$ cat src/adc_out_params.svh
`ifndef ADC_OUT_PARAMS_SVH
`define ADC_OUT_PARAMS_SVH
// core clock period in picoseconds (40 MHz)
`define CLK_PERIOD_PS 25000
// standby entry time, longest, in ns
`define SLEEP_ENTRY_NS 200
// standby exit start-up time, longest, in ns
`define SLEEP_EXIT_NS 500
// longest times round down to whole cycles
`define SLEEP_ENTRY_CYC ((`SLEEP_ENTRY_NS * 1000) / `CLK_PERIOD_PS)
`define SLEEP_EXIT_CYC ((`SLEEP_EXIT_NS * 1000) / `CLK_PERIOD_PS)
// code width and saturation codes
`define CODE_W 10
`define CODE_ZERO 10'h000
`define CODE_FULL 10'h3ff
// fifo depth in the sample path
`define FIFO_DEPTH 8
`endif

$ cat src/adc_out_pkg.sv
`include "adc_out_params.svh"
package adc_out_pkg;
	// sample range class from the quantiser
	typedef enum logic [1:0] {
		RANGE_IN = 2'h0,
		RANGE_UNDER = 2'h1,
		RANGE_OVER = 2'h2
	} range_t;
	// power state, one-hot
	typedef enum logic [2:0] {
		ST_RUN = 3'h1,
		ST_SLEEP = 3'h2,
		ST_WAKE = 3'h4
	} power_t;
endpackage : adc_out_pkg

$ cat src/adc_output_stage_control.sv
`timescale 1ns/1ps
`include "adc_out_params.svh"
// Operation
// - output enable high floats data and flag
// - output enable low drives code and flag
// - standby high freezes outputs at last state
// - standby low keeps outputs updating
// - in-range code is straight 10-bit binary
// - in-range samples drive flag high
// - underflow gives zero code, flag low
// - overflow gives full code, flag low
// - standby entry completes within 200 ns
// - valid results resume within 500 ns
// - output enable input is active low
// - bit 9 is msb, bit 0 lsb
module adc_output_stage_control
	import adc_out_pkg::*;
#(
	parameter int DEPTH = `FIFO_DEPTH
)
(
	// clock and reset
	input wire logic core_clk,
	input wire logic rst,
	// sampling enable, one per conversion
	input wire logic sample_en,
	// quantiser result and range class
	input wire logic [`CODE_W-1:0] raw_code,
	input wire range_t raw_range,
	// control pins
	input wire logic out_enable_n,
	input wire logic sleep_hold_pin,
	// data pins as output and enable (enable low drives)
	output logic [`CODE_W-1:0] sample_code_out,
	output logic [`CODE_W-1:0] sample_code_oe_n,
	output logic in_range_flag,
	output logic in_range_oe_n,
	// status
	output logic results_valid,
	output logic sleep_hold
);
	localparam int W = `CODE_W + 1;
	localparam int ENTRY_CYC = `SLEEP_ENTRY_CYC;
	localparam int EXIT_CYC = `SLEEP_EXIT_CYC;
	// cycles the wake check allows after its first nine
	localparam int WAKE_TAIL = EXIT_CYC - 8;
	// refuse standby timings that the wake counter and checks cannot serve
	if (ENTRY_CYC < 1 || EXIT_CYC < 9 || EXIT_CYC > 256)
	begin : g_bad_timing
		$error("standby timing outside what the wake counter serves");
	end
	// state of the block outside the fifo
	typedef struct packed {
		power_t pwr;
		logic [7:0] wake_cnt;
		logic [`CODE_W-1:0] code;
		logic flag;
	} top_state_t;
	top_state_t cur;
	top_state_t next_cur;
	logic [`CODE_W-1:0] conv_code;
	logic conv_flag;
	logic fifo_in_ready;
	logic fifo_out_valid;
	logic [W-1:0] fifo_out_data;
	logic take;
	// saturate and flag by range class
	always_comb
	begin
		conv_code = raw_code;
		conv_flag = 1'b1;
		case (raw_range)
			RANGE_UNDER:
			begin
				conv_code = `CODE_ZERO;
				conv_flag = 1'b0;
			end
			RANGE_OVER:
			begin
				conv_code = `CODE_FULL;
				conv_flag = 1'b0;
			end
			default:
			begin
				conv_code = raw_code;
				conv_flag = 1'b1;
			end
		endcase
	end
	// fifo keeps result order fixed; stalls while frozen
	sample_fifo #(.WIDTH(W), .DEPTH(DEPTH)) u_fifo (
		.core_clk(core_clk),
		.rst(rst),
		.in_valid(sample_en && cur.pwr == ST_RUN),
		.in_ready(fifo_in_ready),
		.in_data({conv_flag, conv_code}),
		.out_valid(fifo_out_valid),
		.out_ready(take),
		.out_data(fifo_out_data)
	);
	// drain one word per sample enable while running
	assign take = sample_en && cur.pwr == ST_RUN;
	// power sequencing and output word update
	always_comb
	begin
		next_cur = cur;
		case (cur.pwr)
			ST_RUN:
			begin
				// a word popped on the entry edge must land, or it is lost
				if (take && fifo_out_valid)
				begin
					next_cur.code = fifo_out_data[`CODE_W-1:0];
					next_cur.flag = fifo_out_data[`CODE_W];
				end
				if (sleep_hold_pin)
					next_cur.pwr = ST_SLEEP; // one cycle
			end
			ST_SLEEP:
			begin
				// hold last word; stale fifo words are stale data
				if (!sleep_hold_pin)
				begin
					next_cur.pwr = ST_WAKE;
					next_cur.wake_cnt = 8'h00;
				end
			end
			ST_WAKE:
			begin
				if (sleep_hold_pin)
					next_cur.pwr = ST_SLEEP;
				// pin is seen one edge late: run resumes EXIT_CYC after it falls
				else if (cur.wake_cnt == 8'(EXIT_CYC - 2))
					next_cur.pwr = ST_RUN;
				else
					next_cur.wake_cnt = cur.wake_cnt + 8'h01;
			end
			default:
				next_cur.pwr = ST_RUN;
		endcase
	end
	// state register
	always_ff @(posedge core_clk)
	begin
		if (rst)
		begin
			cur.pwr <= ST_RUN;
			cur.wake_cnt <= 8'h00;
			cur.code <= `CODE_ZERO;
			cur.flag <= 1'b0;
		end
		else
			cur <= next_cur;
	end
	// data from flops; enable only switches drivers
	assign sample_code_out = cur.code;
	assign in_range_flag = cur.flag;
	assign sample_code_oe_n = {`CODE_W{out_enable_n}};
	assign in_range_oe_n = out_enable_n;
	assign results_valid = (cur.pwr == ST_RUN);
	assign sleep_hold = (cur.pwr != ST_RUN);
endmodule : adc_output_stage_control

$ cat src/sample_fifo.sv
`timescale 1ns/1ps
// small flop fifo with valid/ready on both sides
module sample_fifo
#(
	parameter int WIDTH = 11,
	parameter int DEPTH = 8
)
(
	// clock and reset
	input wire logic core_clk,
	input wire logic rst,
	// fill side
	input wire logic in_valid,
	output logic in_ready,
	input wire logic [WIDTH-1:0] in_data,
	// drain side
	output logic out_valid,
	input wire logic out_ready,
	output logic [WIDTH-1:0] out_data
);
	localparam int AW = $clog2(DEPTH);
	// pointers wrap by overflow, so only powers of two are served
	if (WIDTH < 1 || DEPTH < 2 || (1 << AW) != DEPTH)
	begin : g_bad_depth
		$error("depth must be a power of two, at least 2");
	end
	// all state in one struct
	typedef struct packed {
		logic [DEPTH-1:0][WIDTH-1:0] mem;
		logic [AW-1:0] wr;
		logic [AW-1:0] rd;
		logic [AW:0] count;
	} fifo_state_t;
	fifo_state_t cur;
	fifo_state_t next_cur;
	logic push;
	logic pop;
	assign in_ready = (cur.count != (AW+1)'(DEPTH));
	assign out_valid = (cur.count != '0);
	assign out_data = cur.mem[cur.rd];
	assign push = in_valid && in_ready;
	assign pop = out_valid && out_ready;
	// pointer and count update
	always_comb
	begin
		next_cur = cur;
		if (push)
		begin
			next_cur.mem[cur.wr] = in_data;
			next_cur.wr = cur.wr + 1'b1;
		end
		if (pop)
			next_cur.rd = cur.rd + 1'b1;
		if (push && !pop)
			next_cur.count = cur.count + 1'b1;
		else if (pop && !push)
			next_cur.count = cur.count - 1'b1;
	end
	// register, pointers cleared on reset
	always_ff @(posedge core_clk)
	begin
		if (rst)
		begin
			cur.wr <= '0;
			cur.rd <= '0;
			cur.count <= '0;
			cur.mem <= cur.mem;
		end
		else
			cur <= next_cur;
	end
endmodule : sample_fifo

$ cat config.mk
export PLATFORM = sky130hd
export DESIGN_NAME = adc_output_stage_control
export DESIGN_NICKNAME = d
export VERILOG_FILES = /design/src/adc_out_pkg.sv /design/src/adc_output_stage_control.sv /design/src/sample_fifo.sv
export VERILOG_INCLUDE_DIRS = /design/src
export SDC_FILE = /design/constraint.sdc
export NUM_CORES = 1
export LEC_CHECK = 0
export BUFFER_PORTS_ARGS = -buffer_cell sky130_fd_sc_hd__clkbuf_2
export CAP_MARGIN = 30
export CORE_ASPECT_RATIO = 1.5
export CORE_MARGIN = 10
export CORE_UTILIZATION = 60
export CTS_BUF_LIST = sky130_fd_sc_hd__clkbuf_8
export DETAILED_ROUTE_END_ITERATION = 7
export GPL_TIMING_DRIVEN = 0
export PLACE_DENSITY_LB_ADDON = 0.15
export SETUP_SLACK_MARGIN = 0.15
export SKIP_LAST_GASP = 1
export SLEW_MARGIN = 20
export SYNTH_ARGS = -nofsm -noshare
export SYNTH_HDL_FRONTEND = slang
export SYNTH_SLANG_ARGS = --single-unit
$ cat constraint.sdc
create_clock -name core_clk -period 3.05 [get_ports core_clk]
set_input_delay 0.305 -clock core_clk [delete_from_list [all_inputs] [get_ports core_clk]]
set_output_delay 0.305 -clock core_clk [all_outputs]
set_load 0.005 [all_outputs]
==> impl_metrics.sql <==
INSERT INTO impl_metrics (metric_group, metric, value, unit) VALUES
('timing', 'period_share', '89.38', '%'),
('setup_path', 'cp_class', 'register to register', ''),
('drt', 'detail_route.drc_violations', '0', ''),
('cells_and_area', 'ant_cells', '0', ''),
('pwr', 'totalPowerFinal', '4.640', 'mW'),
('setup_path', 'crit-reg2reg-launch', 'u_fifo.cur[0]$_SDFFE_PP0P_', ''),
('drt', 'drt-pass1-iter-count', '4', ''),
('worst_hold_path', 'min_delay_worst_endpoint', 'cur[20]$_SDFFE_PP0P_', ''),
('setup_path', 'critical_path_required', '3.37', 'ns'),
('synthesis', 'synth_area_per_cell', '14.24', 'sq um'),
('timing', 'hold_viol_final', '0', ''),
('timing', 'slew-limit-headroom', '42.61', '%'),
('timing', 'setup_viol', '0', ''),
('cells_and_area', 'multi_input_gate_area_in_the_final_layout', '1715', 'sq um'),
('global_routing', 'global_route.overflow_total', '0', ''),
('clock_tree', 'cts.reportedPaths.clkPinSlew', '0.07', 'ns'),
('run', 'max_cap_viol_count', '0', ''),
('pwr', 'irDropWorstVdd', '0.0004682', 'V'),
('floorplanning', 'floorplan.die_area', '13010', 'sq um'),
('global_routing', 'grt_pass1_wl', '16990', 'microns'),
('timing', 'slew_violations', '0', ''),
('setup_path', 'cp_data_arrival_time', '3.04', 'ns'),
('cells_and_area', 'fin_area', '6128', 'sq um'),
('placement', 'dpl-instance-area', '5640', 'sq um'),
('global_routing', 'number_of_antenna_violations_at_the_first_check_in_global_routing', '0', ''),
('drt', 'antenna_violating_nets_post_route', '0', ''),
('worst_hold_path', 'hold_critical_path_depth', '3', ''),
('drt', 'routed_vias', '3100', ''),
('global_routing', 'grt_max_degree', '17', ''),
('clock_tree', 'cts.htree.levels', '4', ''),
('setup_path', 'critPathCaptureType', 'register', ''),
('global_routing', 'grtUsageTotal', '17.30', '%'),
('cells_and_area', 'mostFrequentLayoutCell', 'sky130_fd_sc_hd__edfxtp_1', ''),
('timing', 'timing_worst_slew_pin_value', '0.8608', 'ns'),
('worst_hold_path', 'timing.hold.worst.class', 'primary input to register', ''),
('clock_tree', 'maximum_buffer_depth_of_the_clock_tree', '2', ''),
('synthesis', 'postSynthNetCount', '395', ''),
('cells_and_area', 'final_cells', '551', ''),
('setup_path', 'reg2reg_setup_slack', '0.32', 'ns'),
('drt', 'total_routed_wirelength', '10400', 'microns'),
('setup_path', 'r2r.worst_path.cells', '12', ''),
('floorplanning', 'chipWidth', '96.51', 'microns'),
('floorplanning', 'floorplan.io_pins', '41', ''),
('placement', 'gp_congestion', '0.8155', ''),
('drt', 'drt-vias-per-instance', '5.626', ''),
('setup_path', 'crit_path_start_kind', 'register', ''),
('timing', 'period_minus_slack', '2.726', 'ns'),
('placement', 'dp_cells', '519', ''),
('placement', 'buffer_ports.inserted', '38', ''),
('clock_tree', 'cts_tree', 'yes', ''),
('timing', 'postLayoutSetupSlackWorst', '0.3238', 'ns'),
('synthesis', 'yosys_register_bits', '120', ''),
('synthesis', 'postSynth.asyncResetShare', '0', '%'),
('synthesis', 'yosys_most_used_dff', 'sky130_fd_sc_hd__edfxtp_1', ''),
('run_status', 'status', 'completed', ''),
('worst_hold_path', 'hp-start', 'sleep_hold_pin', ''),
('synthesis', 'synth.yosys.warnings', '0', ''),
('global_routing', 'met2_usage_in_global_routing', '29.96', '%'),
('floorplanning', 'initial_core_utilization', '61.87', '%'),
('global_routing', 'via_count_of_the_first_global_routing_pass', '3296', ''),
('floorplanning', 'die_height', '134.8', 'microns'),
('floorplanning', 'design.core.area', '8516', 'sq um'),
('global_routing', 'gr-max-usage-layer', 'met2', ''),
('clock_tree', 'clock-root-buffer', 'sky130_fd_sc_hd__clkbuf_8', ''),
('synthesis', 'part_of_the_yosys_area_used_for_sequential_elements', '62.31', '%'),
('cells_and_area', 'drive_above_1_share', '34.23', '%'),
('drt', 'detailedRoute.firstIterationViolations', '182', ''),
('setup_path', 'regToRegEndpoint', 'u_fifo.cur[3]$_SDFFE_PP0P_', ''),
('global_routing', 'global_route.usage.met1', '19.49', '%'),
('placement', 'detailedPlacementHpwl', '7118', 'microns'),
('cells_and_area', 'layout.nets', '456', '');
## cells in the mapped netlist, types with 2 or more instances
| cell | number | area share [%] |
|---|---|---|
| sky130_fd_sc_hd__a211oi_1 | 3 | 0.43 |
| sky130_fd_sc_hd__a211oi_2 | 11 | 2.6 |
| sky130_fd_sc_hd__a21oi_1 | 17 | 1.6 |
| sky130_fd_sc_hd__a31oi_1 | 2 | 0.24 |
| sky130_fd_sc_hd__and2_1 | 2 | 0.24 |
| sky130_fd_sc_hd__and3_1 | 3 | 0.36 |
| sky130_fd_sc_hd__buf_2 | 5 | 0.47 |
| sky130_fd_sc_hd__buf_4 | 23 | 3.3 |
| sky130_fd_sc_hd__buf_6 | 3 | 0.64 |
| sky130_fd_sc_hd__clkbuf_1 | 8 | 0.57 |
| sky130_fd_sc_hd__dfxtp_1 | 32 | 12 |
| sky130_fd_sc_hd__edfxtp_1 | 88 | 50 |
| sky130_fd_sc_hd__ha_1 | 8 | 1.9 |
| sky130_fd_sc_hd__inv_1 | 9 | 0.64 |
| sky130_fd_sc_hd__mux2i_1 | 12 | 2.3 |
| sky130_fd_sc_hd__mux4_2 | 22 | 9.4 |
| sky130_fd_sc_hd__nand2_1 | 30 | 2.1 |
| sky130_fd_sc_hd__nand2b_1 | 3 | 0.36 |
| sky130_fd_sc_hd__nand3_1 | 4 | 0.38 |
| sky130_fd_sc_hd__nand3b_1 | 3 | 0.43 |
| sky130_fd_sc_hd__nand4bb_1 | 2 | 0.43 |
| sky130_fd_sc_hd__nor2_1 | 34 | 2.4 |
| sky130_fd_sc_hd__nor2b_1 | 2 | 0.24 |
| sky130_fd_sc_hd__nor3_1 | 4 | 0.38 |
| sky130_fd_sc_hd__nor3b_1 | 2 | 0.28 |
| sky130_fd_sc_hd__nor4_1 | 3 | 0.36 |
| sky130_fd_sc_hd__o21a_1 | 3 | 0.43 |
| sky130_fd_sc_hd__o21ai_0 | 4 | 0.38 |
| sky130_fd_sc_hd__or3_1 | 5 | 0.59 |
| sky130_fd_sc_hd__xnor2_1 | 4 | 0.66 |
| sky130_fd_sc_hd__xor2_1 | 4 | 0.66 |
## power breakdown
| part | total (mW) | leakage [nW] | internal, mW | switching (mW) |
|---|---|---|---|---|
| Combinational | 1.03 | 0.921 | 0.526 | 0.502 |
| Sequential | 1.95 | 1.06 | 1.88 | 0.0689 |
| Clock | 1.66 | 0.234 | 1.04 | 0.618 |
## logic make-up (layout without fill, tap and decap cells)
group	Yosys count	after routing	synth area share, %
AO/OA/AOI/OAI	46	46	6.815
XOR/XNOR	8	8	1.330
adder cells (fa/ha/maj)	8	8	1.900
buffers and inverters	50	124	6.055
flip-flops	120	120	62.31
multiplexers	35	35	11.90
AND/OR/NAND/NOR	103	103	9.689
## sequential cells by signal (all words and copies together) (netlist names)
name,flops
cur,11
u_fifo.cur,98
sample_code_out,10
in_range_flag,1
## worst max path at each step
stage                                     startpoint                    endpoint  slack [ns]
after floorplan           u_fifo.cur[0]$_SDFFE_PP0P_  u_fifo.cur[3]$_SDFFE_PP0P_        0.37
after detailed placement  u_fifo.cur[0]$_SDFFE_PP0P_  u_fifo.cur[3]$_SDFFE_PP0P_        0.20
after global placement          cur[21]$_SDFFE_PP0P_    u_fifo.cur[37]$_DFFE_PP_       -0.88
final                     u_fifo.cur[0]$_SDFFE_PP0P_  u_fifo.cur[3]$_SDFFE_PP0P_        0.32
after global routing      u_fifo.cur[0]$_SDFFE_PP0P_  u_fifo.cur[3]$_SDFFE_PP0P_        0.18
after CTS                 u_fifo.cur[0]$_SDFFE_PP0P_  u_fifo.cur[3]$_SDFFE_PP0P_        0.19
## through the flow
step | hold slack (ns) | util [%] | setup TNS (ns)
after detailed placement | 0.4824 | 66.24 | 0
after global routing | 0.2292 | 71.97 | 0
after CTS | 0.1927 | 71.72 | 0
final | 0.2164 | 71.97 | 0
after floorplan | 0.4427 | - | 0
after global placement | 0.4775 | 65.68 | -19.02
## worst max-delay path, stage by stage (launching register included)
cell and delay (ns):
sky130_fd_sc_hd__dfxtp_1 0.31, sky130_fd_sc_hd__buf_6 0.13, sky130_fd_sc_hd__or4_4 0.53, sky130_fd_sc_hd__and2_4 0.17, sky130_fd_sc_hd__buf_6 0.13, sky130_fd_sc_hd__inv_1 0.09
sky130_fd_sc_hd__ha_1 0.19, sky130_fd_sc_hd__inv_2 0.07, sky130_fd_sc_hd__ha_1 0.31, sky130_fd_sc_hd__nand3_2 0.10, sky130_fd_sc_hd__a211oi_1 0.07, sky130_fd_sc_hd__a31oi_1 0.18
sky130_fd_sc_hd__mux2_2 0.35
## layout make-up
type | instances | area share, %
sequential | 120 | 53.57
tap | 107 | 2.185
clock inverter | 15 | 3.797
clock buffer | 17 | 3.818
buffer | 41 | 4.655
inverter | 9 | 0.5512
timing repair buffer | 42 | 3.430
multi-input combinational | 200 | 27.99
## repair_timing
| item | 4_1_cts | 5_1_grt |
|---|---|---|
| gates resized for setup | 0 | 4 |
| setup endpoints to repair | 0 | 1 |
| hold buffers | 0 | 0 |
## layer usage
metal | routed length [microns] | vias up
li1 | - | 1485
met1 | 4089 | 1517
met2 | 5564 | 84
met3 | 597 | 14
met4 | 147 | 0
met5 | 0 | -
No activity file was read; power rests on OpenSTA's default activity.
